**config.mk**
```make
export PLATFORM = sky130hd
export DESIGN_NAME = eiap_top
export DESIGN_NICKNAME = d
export VERILOG_FILES = /design/src/include/eiap_pkg.sv /design/src/rtl/eiap_ser.sv /design/src/rtl/eiap_top.sv
export VERILOG_INCLUDE_DIRS = /design/src /design/src/include
export SDC_FILE = /design/constraint.sdc
export NUM_CORES = 1
export LEC_CHECK = 0
export BUFFER_PORTS_ARGS = -buffer_cell sky130_fd_sc_hd__buf_2
export CAP_MARGIN = 15
export CORE_MARGIN = 8
export CORE_UTILIZATION = 50
export CTS_BUF_LIST = sky130_fd_sc_hd__clkbuf_8 sky130_fd_sc_hd__clkbuf_16
export CTS_CLUSTER_SIZE = 8
export DETAILED_ROUTE_END_ITERATION = 10
export HOLD_SLACK_MARGIN = 0.08
export PLACE_DENSITY = 0.68
export REMOVE_ABC_BUFFERS = 1
export SLEW_MARGIN = 5
export SYNTH_ARGS = -nofsm -noshare
export SYNTH_HDL_FRONTEND = slang
export SYNTH_SLANG_ARGS = --single-unit
export TNS_END_PERCENT = 20
```
**constraint.sdc**
```tcl
create_clock -name clock -period 3.7 [get_ports clock]
set_clock_uncertainty 0.1 [all_clocks]
set_input_delay 0.925 -clock clock [delete_from_list [all_inputs] [get_ports clock]]
set_output_delay 0.925 -clock clock [all_outputs]
set_load 0.02 [all_outputs]
```
**src/include/eiap_params.svh**
```systemverilog
// offsets, field positions, reset values and timing counts of the assembly producer
`ifndef EIAP_PARAMS_SVH
`define EIAP_PARAMS_SVH

`define EIAP_OFS_CTRL      8'h00
`define EIAP_OFS_DIR       8'h04
`define EIAP_OFS_SCALE     8'h08
`define EIAP_OFS_UNITS     8'h0C
`define EIAP_OFS_RANGE     8'h10
`define EIAP_OFS_PRESET    8'h14
`define EIAP_OFS_POSITION  8'h18
`define EIAP_OFS_RESOL     8'h1C
`define EIAP_OFS_ALARM     8'h20
`define EIAP_OFS_TYPE      8'h24
`define EIAP_OFS_VERSION   8'h28
`define EIAP_OFS_OFFSET    8'h2C
`define EIAP_OFS_CYC_MS    8'h30
`define EIAP_OFS_IRQ_STAT  8'h34
`define EIAP_OFS_IRQ_MASK  8'h38
`define EIAP_OFS_CONN_STAT 8'h3C

`define EIAP_CTRL_POLL   0
`define EIAP_CTRL_STROBE 1
`define EIAP_CTRL_COS    2
`define EIAP_CTRL_CYC    3
`define EIAP_CTRL_ASM    4

`define EIAP_IRQ_SENT   0
`define EIAP_IRQ_ALARM  1
`define EIAP_IRQ_PRESET 2

`define EIAP_CTRL_RST   5'h10
`define EIAP_CYC_MS_RST 16'h0064
`define EIAP_LEN_INST1  3'h4
`define EIAP_LEN_INST2  3'h5

`define EIAP_CLK_NS   100
`define EIAP_TICK_NS  1000000
`define EIAP_TICK_CYC (`EIAP_TICK_NS / `EIAP_CLK_NS)

`endif

```
**src/include/eiap_pkg.sv**
```systemverilog
// types shared by the assembly producer files
package eiap_pkg;
  typedef enum logic [2:0]
  {
    EIAP_SRC_NONE   = 3'b000,
    EIAP_SRC_POLL   = 3'b001,
    EIAP_SRC_STROBE = 3'b010,
    EIAP_SRC_COS    = 3'b011,
    EIAP_SRC_CYC    = 3'b100
  } eiap_src_e;
  typedef logic [39:0] eiap_payload_t;
endpackage

```
**src/rtl/eiap_ser.sv**
```systemverilog
// byte serialiser for one assembly payload
`timescale 1ns/1ps
module eiap_ser
(
  input  wire logic                   clock,
  input  wire logic                   rstn,
  input  wire logic                   start,
  input  wire eiap_pkg::eiap_payload_t payload,
  input  wire logic [2:0]             len,
  input  wire logic                   out_ready,
  output logic                        out_valid,
  output logic [7:0]                  out_data,
  output logic                        out_last,
  output logic                        busy
);
  import eiap_pkg::*;

  eiap_payload_t shift_r, shift_nxt;
  logic [2:0]    left_r, left_nxt;
  logic          valid_nxt;
  logic          last_nxt;

  ////////////////////////////////////////////////////////////////////////////
  always_comb
  begin
    shift_nxt = shift_r;
    left_nxt  = left_r;
    valid_nxt = out_valid;
    if (start && !out_valid)
    begin
      shift_nxt = payload;
      left_nxt  = len;
      valid_nxt = 1'b1;
    end
    else if (out_valid && out_ready)
    begin
      shift_nxt = {8'h00, shift_r[39:8]};
      left_nxt  = left_r - 3'h1;
      valid_nxt = (left_r != 3'h1);
    end
    // last flag registered so the port comes straight from a flop
    last_nxt = valid_nxt && (left_nxt == 3'h1);
  end

  always_ff @(posedge clock or negedge rstn)
  begin
    if (!rstn)
    begin
      shift_r   <= 40'h00_0000_0000;
      left_r    <= 3'h0;
      out_valid <= 1'b0;
      out_last  <= 1'b0;
    end
    else
    begin
      shift_r   <= shift_nxt;
      left_r    <= left_nxt;
      out_valid <= valid_nxt;
      out_last  <= last_nxt;
    end
  end

  assign out_data = shift_r[7:0];
  assign busy     = out_valid;
endmodule // eiap_ser

```
**src/rtl/eiap_top.sv**
```systemverilog
// encoder input assembly producer with avalon register slave
//
// Register access over Avalon-MM and the register offsets are this design's own decisions.
`timescale 1ns/1ps
`include "eiap_params.svh"
module eiap_top
#(
  parameter int          TICK_CYC   = `EIAP_TICK_CYC,
  parameter logic [31:0] RESOLUTION = 32'h0000_2000,
  parameter logic [15:0] ENC_TYPE   = 16'h0000,   // arbitrary value
  parameter logic [31:0] VERSION    = 32'h0001_0001 // arbitrary value
)
(
  input  wire logic        clock,
  input  wire logic        rstn,
  input  wire logic [7:0]  address,
  input  wire logic        read,
  input  wire logic        write,
  input  wire logic [31:0] writedata,
  input  wire logic [3:0]  byteenable,
  output logic [31:0]      readdata,
  output logic             waitrequest,
  input  wire logic [31:0] raw_position,
  input  wire logic        alarm_in,
  input  wire logic        poll_req,
  input  wire logic        strobe_req,
  input  wire logic        tx_ready,
  output logic             tx_valid,
  output logic [7:0]       tx_data,
  output logic             tx_last,
  output eiap_pkg::eiap_src_e tx_conn,
  output logic             irq
);
  import eiap_pkg::*;

  logic [4:0]    ctrl_r, ctrl_nxt;
  logic          dir_r, dir_nxt;
  logic          scale_r, scale_nxt;
  logic [31:0]   units_r, units_nxt;
  logic [31:0]   range_r, range_nxt;
  logic [31:0]   preset_r, preset_nxt;
  logic [31:0]   offset_r, offset_nxt;
  logic [15:0]   cyc_ms_r, cyc_ms_nxt;
  logic [2:0]    irq_stat_r, irq_stat_nxt;
  logic [2:0]    irq_mask_r, irq_mask_nxt;
  logic [31:0]   rdata_nxt;
  logic          wait_nxt;
  logic          irq_nxt;
  logic          wr_go;
  logic [31:0]   wmask;
  logic [31:0]   dir_pos;
  logic [31:0]   pos_r, pos_nxt;
  logic          alarm_r, alarm_nxt;
  logic [3:0]    pend_r, pend_nxt;
  eiap_src_e     src_r, src_nxt;
  eiap_payload_t last_r, last_nxt;
  eiap_payload_t cur_payload;
  logic [15:0]   tick_cnt_r, tick_cnt_nxt;
  logic [15:0]   ms_cnt_r, ms_cnt_nxt;
  logic          tick;
  logic          cyc_ev;
  logic          cos_ev;
  logic          launch;
  logic          done_ev;
  logic          ser_busy;
  logic          ser_valid;
  logic [7:0]    ser_data;
  logic          ser_last;
  logic [2:0]    len;

  ////////////////////////////////////////////////////////////////////////////
  // position path
  assign dir_pos = dir_r ? (RESOLUTION - 32'h0000_0001 - raw_position) : raw_position;

  always_comb
  begin
    alarm_nxt = alarm_in;
    pos_nxt   = dir_pos + offset_r;
  end

  // payload layout, fixed object set of two input instances
  always_comb
  begin
    if (ctrl_r[`EIAP_CTRL_ASM])
    begin
      cur_payload = {7'h00, alarm_r, pos_r};
      len         = `EIAP_LEN_INST2;
    end
    else
    begin
      cur_payload = {8'h00, pos_r};
      len         = `EIAP_LEN_INST1;
    end
  end

  ////////////////////////////////////////////////////////////////////////////
  // register slave: one wait cycle, answer at the following edge
  assign wr_go = write && !waitrequest;
  assign wmask = {{8{byteenable[3]}}, {8{byteenable[2]}}, {8{byteenable[1]}},
                  {8{byteenable[0]}}};

  always_comb
  begin
    ctrl_nxt     = ctrl_r;
    dir_nxt      = dir_r;
    scale_nxt    = scale_r;
    units_nxt    = units_r;
    range_nxt    = range_r;
    preset_nxt   = preset_r;
    offset_nxt   = offset_r;
    cyc_ms_nxt   = cyc_ms_r;
    irq_mask_nxt = irq_mask_r;
    irq_stat_nxt = irq_stat_r;
    wait_nxt     = 1'b1;
    rdata_nxt    = readdata;
    if ((read || write) && waitrequest)
      wait_nxt = 1'b0;
    if (read && waitrequest)
    begin
      case (address)
        `EIAP_OFS_CTRL:      rdata_nxt = {27'h000_0000, ctrl_r};
        `EIAP_OFS_DIR:       rdata_nxt = {31'h0000_0000, dir_r};
        `EIAP_OFS_SCALE:     rdata_nxt = {31'h0000_0000, scale_r};
        `EIAP_OFS_UNITS:     rdata_nxt = units_r;
        `EIAP_OFS_RANGE:     rdata_nxt = range_r;
        `EIAP_OFS_PRESET:    rdata_nxt = preset_r;
        `EIAP_OFS_POSITION:  rdata_nxt = pos_r;
        `EIAP_OFS_RESOL:     rdata_nxt = RESOLUTION;
        `EIAP_OFS_ALARM:     rdata_nxt = {31'h0000_0000, alarm_r};
        `EIAP_OFS_TYPE:      rdata_nxt = {16'h0000, ENC_TYPE};
        `EIAP_OFS_VERSION:   rdata_nxt = VERSION;
        `EIAP_OFS_OFFSET:    rdata_nxt = offset_r;
        `EIAP_OFS_CYC_MS:    rdata_nxt = {16'h0000, cyc_ms_r};
        `EIAP_OFS_IRQ_STAT:  rdata_nxt = {29'h0000_0000, irq_stat_r};
        `EIAP_OFS_IRQ_MASK:  rdata_nxt = {29'h0000_0000, irq_mask_r};
        `EIAP_OFS_CONN_STAT: rdata_nxt = {27'h000_0000, ser_busy, pend_r};
        default:             rdata_nxt = 32'h0000_0000;
      endcase
    end
    if (wr_go)
    begin
      case (address)
        `EIAP_OFS_CTRL:
          if (byteenable[0])
            ctrl_nxt = writedata[4:0];
        `EIAP_OFS_DIR:
          if (byteenable[0])
            dir_nxt = writedata[0];
        `EIAP_OFS_SCALE:
          if (byteenable[0])
            scale_nxt = writedata[0];
        `EIAP_OFS_UNITS:
          units_nxt = (units_r & ~wmask) | (writedata & wmask);
        `EIAP_OFS_RANGE:
          range_nxt = (range_r & ~wmask) | (writedata & wmask);
        `EIAP_OFS_PRESET:
        begin
          // offset taken against the current shaft reading
          preset_nxt = (preset_r & ~wmask) | (writedata & wmask);
          offset_nxt = preset_nxt - dir_pos;
        end
        `EIAP_OFS_CYC_MS:
          cyc_ms_nxt = (cyc_ms_r & ~wmask[15:0]) | (writedata[15:0] & wmask[15:0]);
        `EIAP_OFS_IRQ_STAT:
          if (byteenable[0])
            irq_stat_nxt = irq_stat_r & ~writedata[2:0];
        `EIAP_OFS_IRQ_MASK:
          if (byteenable[0])
            irq_mask_nxt = writedata[2:0];
        default:
          irq_mask_nxt = irq_mask_r;
      endcase
    end
    // hardware set wins over a same-cycle clear
    if (done_ev)
      irq_stat_nxt[`EIAP_IRQ_SENT] = 1'b1;
    if (alarm_nxt && !alarm_r)
      irq_stat_nxt[`EIAP_IRQ_ALARM] = 1'b1;
    if (wr_go && address == `EIAP_OFS_PRESET)
      irq_stat_nxt[`EIAP_IRQ_PRESET] = 1'b1;
    irq_nxt = |(irq_stat_nxt & irq_mask_nxt);
  end

  always_ff @(posedge clock or negedge rstn)
  begin
    if (!rstn)
    begin
      ctrl_r      <= `EIAP_CTRL_RST;
      dir_r       <= 1'b0;
      scale_r     <= 1'b0;
      units_r     <= 32'h0000_0000;
      range_r     <= 32'h0000_0000;
      preset_r    <= 32'h0000_0000;
      offset_r    <= 32'h0000_0000;
      cyc_ms_r    <= `EIAP_CYC_MS_RST;
      irq_stat_r  <= 3'h0;
      irq_mask_r  <= 3'h0;
      readdata    <= 32'h0000_0000;
      waitrequest <= 1'b1;
      irq         <= 1'b0;
      pos_r       <= 32'h0000_0000;
      alarm_r     <= 1'b0;
    end
    else
    begin
      ctrl_r      <= ctrl_nxt;
      dir_r       <= dir_nxt;
      scale_r     <= scale_nxt;
      units_r     <= units_nxt;
      range_r     <= range_nxt;
      preset_r    <= preset_nxt;
      offset_r    <= offset_nxt;
      cyc_ms_r    <= cyc_ms_nxt;
      irq_stat_r  <= irq_stat_nxt;
      irq_mask_r  <= irq_mask_nxt;
      readdata    <= rdata_nxt;
      waitrequest <= wait_nxt;
      irq         <= irq_nxt;
      pos_r       <= pos_nxt;
      alarm_r     <= alarm_nxt;
    end
  end

  ////////////////////////////////////////////////////////////////////////////
  // millisecond enable and cyclic period
  assign tick   = (tick_cnt_r == 16'(TICK_CYC - 1));
  assign cyc_ev = ctrl_r[`EIAP_CTRL_CYC] && tick && (ms_cnt_r + 16'h0001 >= cyc_ms_r);
  // cos compares against what was last sent, so a missed change is resent
  assign cos_ev = ctrl_r[`EIAP_CTRL_COS] && (cur_payload != last_r);

  always_comb
  begin
    tick_cnt_nxt = tick ? 16'h0000 : tick_cnt_r + 16'h0001;
    ms_cnt_nxt   = ms_cnt_r;
    if (!ctrl_r[`EIAP_CTRL_CYC] || cyc_ev)
      ms_cnt_nxt = 16'h0000;
    else if (tick)
      ms_cnt_nxt = ms_cnt_r + 16'h0001;
  end

  always_ff @(posedge clock or negedge rstn)
  begin
    if (!rstn)
    begin
      tick_cnt_r <= 16'h0000;
      ms_cnt_r   <= 16'h0000;
    end
    else
    begin
      tick_cnt_r <= tick_cnt_nxt;
      ms_cnt_r   <= ms_cnt_nxt;
    end
  end

  ////////////////////////////////////////////////////////////////////////////
  // trigger arbitration: poll, strobe, cos, cyclic in that priority
  assign launch  = !ser_busy && (pend_r != 4'h0);
  assign done_ev = tx_valid && tx_ready && tx_last;

  always_comb
  begin
    pend_nxt = pend_r;
    src_nxt  = src_r;
    last_nxt = last_r;
    if (launch)
    begin
      last_nxt = cur_payload;
      if (pend_r[0])
      begin
        pend_nxt[0] = 1'b0;
        src_nxt     = EIAP_SRC_POLL;
      end
      else if (pend_r[1])
      begin
        pend_nxt[1] = 1'b0;
        src_nxt     = EIAP_SRC_STROBE;
      end
      else if (pend_r[2])
      begin
        pend_nxt[2] = 1'b0;
        src_nxt     = EIAP_SRC_COS;
      end
      else
      begin
        pend_nxt[3] = 1'b0;
        src_nxt     = EIAP_SRC_CYC;
      end
    end
    // new poll, strobe and cyclic triggers win over the launch clear
    if (poll_req && ctrl_r[`EIAP_CTRL_POLL])
      pend_nxt[0] = 1'b1;
    if (strobe_req && ctrl_r[`EIAP_CTRL_STROBE])
      pend_nxt[1] = 1'b1;
    // both may be on; the master is expected not to do so
    if (cos_ev && !launch && !ser_busy)
      pend_nxt[2] = 1'b1;
    if (cyc_ev)
      pend_nxt[3] = 1'b1;
    if (!ctrl_r[`EIAP_CTRL_POLL])
      pend_nxt[0] = 1'b0;
    if (!ctrl_r[`EIAP_CTRL_STROBE])
      pend_nxt[1] = 1'b0;
  end

  always_ff @(posedge clock or negedge rstn)
  begin
    if (!rstn)
    begin
      pend_r <= 4'h0;
      src_r  <= EIAP_SRC_NONE;
      last_r <= 40'h00_0000_0000;
    end
    else
    begin
      pend_r <= pend_nxt;
      src_r  <= src_nxt;
      last_r <= last_nxt;
    end
  end

  ////////////////////////////////////////////////////////////////////////////
  // byte stream toward the can controller
  eiap_ser u_eiap_ser
  (
    .clock     (clock),
    .rstn      (rstn),
    .start     (launch),
    .payload   (cur_payload),
    .len       (len),
    .out_ready (tx_ready),
    .out_valid (ser_valid),
    .out_data  (ser_data),
    .out_last  (ser_last),
    .busy      (ser_busy)
  );

  assign tx_valid = ser_valid;
  assign tx_data  = ser_data;
  assign tx_last  = ser_last;
  assign tx_conn  = src_r;
endmodule // eiap_top

```
==> results of run 1 <==
[metal layers]
layer / global-route usage (%) / share of wire [%] / vias up
met5: 0 / 0 / -
met4: 10.7 / 3.9 / 0
met3: 3.83 / 5.7 / 116
met2: 42.5 / 48 / 531
met1: 33.3 / 43 / 7718
li1: - / - / 7385
[cells in the mapped netlist (all sizes together) (19+ instances only)]
| cell type | count |
|---|---|
| mux2 | 147 |
| a21oi | 89 |
| xnor2 | 66 |
| buf | 19 |
| a21o | 49 |
| clkbuf | 72 |
| nand2b | 24 |
| and3 | 23 |
| ha | 83 |
| nor2 | 71 |
| xor2 | 79 |
| dfrtp | 329 |
| nand3 | 30 |
| a22oi | 71 |
| inv | 72 |
| o21ai | 108 |
| nand2 | 320 |
| a222oi | 19 |
[metrics by stage]
| step | setup WS [ns] | hold slack, ns |
|---|---|---|
| 2_1_floorplan | -1.04 | 0.333 |
| 3_3_place_gp | -0.698 | 0.346 |
| 3_5_place_dp | -0.783 | 0.350 |
| 4_1_cts | 0.0111 | 0.293 |
| 5_1_grt | -0.0835 | 0.328 |
| 6_report | 0.0311 | 0.281 |
[power breakdown]
part           internal [mW]  switching [mW]  leakage [nW]  total [mW]
combinational          0.722           0.942          6.72        1.66
sequential              3.97           0.275          4.47        4.24
clock                   2.47            1.65         0.785        4.12
[kinds of logic after synthesis]
group,Yosys count,share of synthesized area (%)
AND/OR/NAND/NOR,555,13.4
AO/OA/AOI/OAI,449,16.1
flip-flops,334,45.1
buffers and inverters,163,3.55
multiplexers,152,9.26
XOR/XNOR,145,6.88
adder cells (fa/ha/maj),85,5.81
[layout make-up]
cell class	count	area, µm²	area share (%)
Timing Repair Buffer	390	2790	12.0
Clock buffer	51	1250	5.39
Tap cell	468	586	2.52
Sequential cell	334	8370	35.9
Inverter	72	270	1.16
Clock inverter	28	164	0.704
Multi-Input combinational cell	1386	9850	42.3
[placed cells by master, fill, tap and decap left out, drive strengths merged, types with 4 or more instances in the layout]
master / Yosys / layout
a22oi: 71 / 71
nor4: 13 / 13
o31ai: 16 / 16
inv: 72 / 99
o21ai: 108 / 108
nor3: 14 / 14
a21o: 49 / 49
a222oi: 19 / 19
xor2: 79 / 79
or2: 7 / 7
a211oi: 8 / 8
o21bai: 17 / 17
nand4: 13 / 13
or4: 4 / 4
nand2b: 24 / 24
a31oi: 12 / 12
mux2i: 4 / 4
xnor2: 66 / 66
nor2b: 14 / 14
and2: 5 / 5
o21a: 4 / 4
a221oi: 11 / 11
a22o: 10 / 10
o211ai: 4 / 4
and3: 23 / 23
nand2: 320 / 320
dfrtp: 329 / 329
clkbuf: 72 / 51
mux2: 147 / 147
nor2: 71 / 71
buf: 19 / 390
a21oi: 89 / 89
nand3: 30 / 30
or3: 7 / 7
a221o: 5 / 5
a21boi: 4 / 4
o22ai: 7 / 7
dfstp: 5 / 5
ha: 83 / 83
[worst max-delay path, cell delays in order]
cell	delay, ns
buf_6	0.09
or3_4	0.37
or3b_4	0.42
o31ai_4	0.25
xnor2_2	0.17
ha_1	0.29
a21o_1	0.21
a21oi_2	0.13
a21bo_2	0.23
a31oi_1	0.15
buf_4	0.16
o21ai_4	0.06
buf_6	0.12
a21o_1	0.16
a21oi_2	0.17
xnor2_1	0.16
[repair_timing]
item | CTS | global route
buffers inserted | 2 | 7
resized for setup | 17 | 51
cloned | 0 | 0
setup endpoints to repair | 6 | 35
pin swaps | 8 | 16
[worst paths after layout]
kind	startpoint	to	cells past startpoint	slack [ns]
min in group clock	u_eiap_ser.shift_r[7]	u_eiap_ser.shift_r[7]	2	0.36
max reg2reg	dir_r	offset_r[30]	16	0.20
min	rstn	tx_conn[2]	1	0.28
max	raw_position[15]	pos_r[29]	16	0.03
max in group asynchronous	rstn	waitrequest	2	2.40
min reg2reg	u_eiap_ser.shift_r[7]	u_eiap_ser.shift_r[7]	2	0.36
==> impl_metrics.csv, run 1 <==
group,metric,value,unit
outcome,status,"finished, final reports clean",
placed_design,numPortBuffers,130,
detailed_routing,vias,15750,
floorplan,core-area,36600,µm²
placed_design,place_area,21500,µm²
timing,rsz0062_at_grt,"true",
clock_tree,cts.sinks,334,
timing,finalCriticalPeriod,3.67,ns
setup_path,crit_fanout,2,
global_route,grt_pass1_vias,16013,
setup_path,critPathCaptureType,"flip-flop",
placed_design,dp_cells,2641,
timing,setup-violations-final,0,
cells_and_area,final_layout_size_suffix_gt1_share,29.4,%
global_route,antenna_found_initial,0,
clock_tree,cts_buffers,48,
detailed_routing,via_per_inst,5.77,
power,p_total,10.0,mW
cells_and_area,finalNonFillerCells,2729,
clock_tree,cts_root_buf,"clkbuf_16",
logic_synthesis,ys_ff_latch,334,
floorplan,die_h,209,µm
logic_synthesis,yosysTopAreaCellShare,44.4,%
floorplan,die_width,209,µm
floorplan,dieArea,43500,µm²
setup_path,critPathLaunchType,"input pin",
timing,hold_viol,0,
cells_and_area,fin_area,23300,µm²
detailed_routing,drtPass1Iterations,7,
logic_synthesis,synth_async_sr_flop_share,100,%
clock_tree,holdBufCountCts,0,
logic_synthesis,syn_inst,1883,
clock_tree,path_clk_slew,0.05,ns
global_route,grt_usage,25.6,%
clock_tree,cts_max_level,2,
setup_path,arrival,4.06,ns
timing,slew_viol_final,0,
global_route,grt_max_degree,88,
detailed_routing,initialDrtViolationCount,1176,
setup_path,cp.required,4.09,ns
logic_synthesis,ys_types,65,
timing,relSlewSlack,38.0,%
detailed_routing,drc,0,
cells_and_area,area_growth,25.4,%
floorplan,start_util,50.7,%
logic_synthesis,synth-seq-area-share,45.1,%
worst_hold_path,hold_class,"in -> async",
placed_design,place.gp.congestion,0.919,
detailed_routing,wl_per_cell,20.7,µm
cells_and_area,fin_nets,2401,
cells_and_area,fillers,2999,
detailed_routing,drt-total-wl,56.5,mm
power,p_leak,12.0,nW
global_route,grt_pass1_wl,88.9,mm
timing,tns,0,ns
timing,max_freq,0.273,GHz
clock_tree,clk_path_buf_depth,3,
logic_synthesis,synth.top_cells.by_area,"dfrtp_1 (44%), mux2_2 (8.9%), nand2_1 (6.5%), ha_1 (5.6%), xor2_1 (3.7%)",
logic_synthesis,synth_area_per_cell,9.86,µm²
logic_synthesis,yosysWarnings,0,
clock_tree,cts_tree,"yes",
cells_and_area,final_core_util,63.6,%
placed_design,dpl.hpwl,41.7,mm
clock_tree,insertion_delay,0.59,ns
setup_path,setup.worst_path.class,"in -> reg",
logic_synthesis,synth-edff-count,0,
global_route,grt-ovfl-total,0,
timing,fin_crit_sh,99.2,%
logic_synthesis,synth_top_flop_cell,"dfrtp_1",
run,cap_violations,0,
logic_synthesis,synth_area,18600,µm²
timing,worst_pin_slew,0.928,ns
power,irDropWorstVdd,323,µV
detailed_routing,ant_nets,0,
logic_synthesis,synth_area_leader_cell,"dfrtp_1",
floorplan,io_pins,131,
cells_and_area,antenna_cells,0,
power,cellPowerDensity,431,nW/µm²
floorplan,fp-row-count,70,
No activity file was read; power rests on OpenSTA's default activity.
==> run 2, diff against run 1 <==
--- a/config.mk
+++ b/config.mk
@@ -9,12 +9,12 @@
 export BUFFER_PORTS_ARGS = -buffer_cell sky130_fd_sc_hd__buf_2
 export CAP_MARGIN = 15
 export CORE_MARGIN = 8
-export CORE_UTILIZATION = 50
+export CORE_UTILIZATION = 42
 export CTS_BUF_LIST = sky130_fd_sc_hd__clkbuf_8 sky130_fd_sc_hd__clkbuf_16
 export CTS_CLUSTER_SIZE = 8
 export DETAILED_ROUTE_END_ITERATION = 10
 export HOLD_SLACK_MARGIN = 0.08
-export PLACE_DENSITY = 0.68
+export PLACE_DENSITY = 0.58
 export REMOVE_ABC_BUFFERS = 1
 export SLEW_MARGIN = 5
 export SYNTH_ARGS = -nofsm -noshare
==> run 2 against run 1 <==
Against the previous run:
- clock power decreased by 2%
- wire length increased by 3.2%
- register-to-register slack worse by 0.06 ns
- sequential share of layout area is 0.43 points lower
- core utilization decreased by 10 points
- power shrank 0.66%
- hold slack worse by 0.015 ns
- setup slack got worse by 0.024 ns
- critical path depth shrank 1
- global-route usage down 3.1 points
- critical path type unchanged
- critical endpoint is now pos_r[31]
- largest cell class unchanged
- highest routed layer is now met5
==> impl_metrics.csv, run 2 (synthesis results as in run 1) <==
group,metric,value,unit
setup_path,arrival,4.11,ns
cells_and_area,final_layout_size_suffix_gt1_share,30.0,%
timing,rsz0062_at_grt,"true",
cells_and_area,area_growth,26.9,%
setup_path,r2r_cells,19,
global_route,grt_pass1_vias,15713,
detailed_routing,vias,15593,
clock_tree,cts_buffers,48,
floorplan,start_util,42.3,%
timing,max_freq,0.271,GHz
global_route,grt_usage,22.5,%
floorplan,core-area,43900,µm²
floorplan,io_pins,131,
clock_tree,cts_root_buf,"clkbuf_16",
detailed_routing,ant_nets,0,
cells_and_area,fin_nets,2420,
placed_design,place.gp.congestion,0.897,
setup_path,crit_fanout,3,
global_route,grt-ovfl-total,0,
power,irDropWorstVdd,327,µV
detailed_routing,drt-total-wl,58.3,mm
setup_path,cp.required,4.11,ns
clock_tree,cts_max_level,2,
detailed_routing,wl_per_cell,20.3,µm
worst_hold_path,hold_class,"in -> async",
placed_design,place_area,21700,µm²
clock_tree,cts.sinks,334,
cells_and_area,finalNonFillerCells,2872,
timing,tns,0,ns
timing,worst_slack,0.00673,ns
setup_path,r2r_end,"offset_r[29]",
setup_path,critPathCaptureType,"flip-flop",
detailed_routing,drtPass1Iterations,5,
placed_design,dpl.hpwl,43.3,mm
power,cellPowerDensity,423,nW/µm²
timing,fin_crit_sh,99.8,%
detailed_routing,initialDrtViolationCount,1261,
power,p_total,9.96,mW
clock_tree,cts_tree,"yes",
cells_and_area,fin_area,23600,µm²
detailed_routing,drc,0,
floorplan,die_h,226,µm
global_route,grt_max_degree,87,
timing,timing.hold.ws,0.266,ns
power,p_leak,12.1,nW
timing,worst_pin_slew,0.905,ns
placed_design,post-place-ws,-0.825,ns
clock_tree,insertion_delay,0.61,ns
timing,finalCriticalPeriod,3.69,ns
floorplan,dieArea,51200,µm²
setup_path,critPathLaunchType,"input pin",
timing,relSlewSlack,39.5,%
setup_path,r2r_slack,0.14,ns
clock_tree,path_clk_slew,0.05,ns
setup_path,setup.worst_path.class,"in -> reg",
global_route,antenna_found_initial,1,
detailed_routing,via_per_inst,5.43,
run,cap_violations,0,
timing,slew_viol_final,0,
floorplan,fp-row-count,77,
placed_design,dp_cells,2781,
cells_and_area,layout_common_cells,"dfrtp_1 (328), nand2_1 (317), buf_4 (266)",
outcome,status,"finished, final reports clean",
clock_tree,clk_path_buf_depth,3,
setup_path,timing.rr.start,"dir_r",
timing,setup-violations-final,0,
cells_and_area,final_common_cell,"dfrtp_1",
cells_and_area,final_core_util,53.6,%
cells_and_area,antenna_cells,0,
placed_design,numPortBuffers,130,
timing,hold_viol,0,
global_route,grt_pass1_wl,89.8,mm
floorplan,die_width,226,µm
## run 2: final cells by class
| cell class | instances | area [µm²] |
|---|---|---|
| timing repair buffer | 409 | 2920 |
| clock inverter | 30 | 175 |
| inverter | 72 | 270 |
| sequential | 334 | 8370 |
| tap | 592 | 741 |
| multi-input combinational | 1386 | 9870 |
| fill | 4007 | 20400 |
| clock buffer | 49 | 1210 |
## run 2: worst max-delay path: stages
cell     delay, ns
buf_6         0.09
or3_4         0.38
or3b_4        0.43
o31ai_4       0.26
xnor2_2       0.17
ha_1          0.28
a21o_1        0.20
a21oi_2       0.13
a21bo_2       0.24
a31oi_1       0.16
buf_4         0.16
o21ai_4       0.06
a221o_1       0.34
a21oi_2       0.14
xnor2_1       0.13
## run 2: how the worst max path moves through the flow
stage                     start           end  slack, ns  cells after the start
4_1_cts        raw_position[17]  offset_r[30]      0.001                     18
5_1_grt        raw_position[15]     pos_r[31]      -0.08                     15
3_5_place_dp   raw_position[17]     pos_r[31]      -0.82                     15
6_report       raw_position[16]     pos_r[31]      0.007                     15
2_1_floorplan        address[7]           irq      -1.04                      7
3_3_place_gp      byteenable[0]  offset_r[30]      -0.80                     16
## run 2: routing by layer
layer	GRT usage (%)	part of all wire, %	up-vias
met5	0	0.022	-
met4	7.77	3.3	2
met3	4.13	5.9	102
met2	36.2	47	432
met1	30.2	44	7647
li1	-	-	7410
## run 2: what timing repair did
action,in CTS,in global routing
setup buffers,1,10
resized for setup,19,49
endpoints found under the setup margin,10,32
pin swaps,5,27
hold buffers,0,0
cloned,0,1
## run 2: where the power goes
group	leakage [nW]	internal [mW]	switching, mW
Combinational	6.82	0.734	0.931
Sequential	4.47	3.97	0.280
Clock	0.768	2.36	1.70
Total	12.1	7.06	2.91
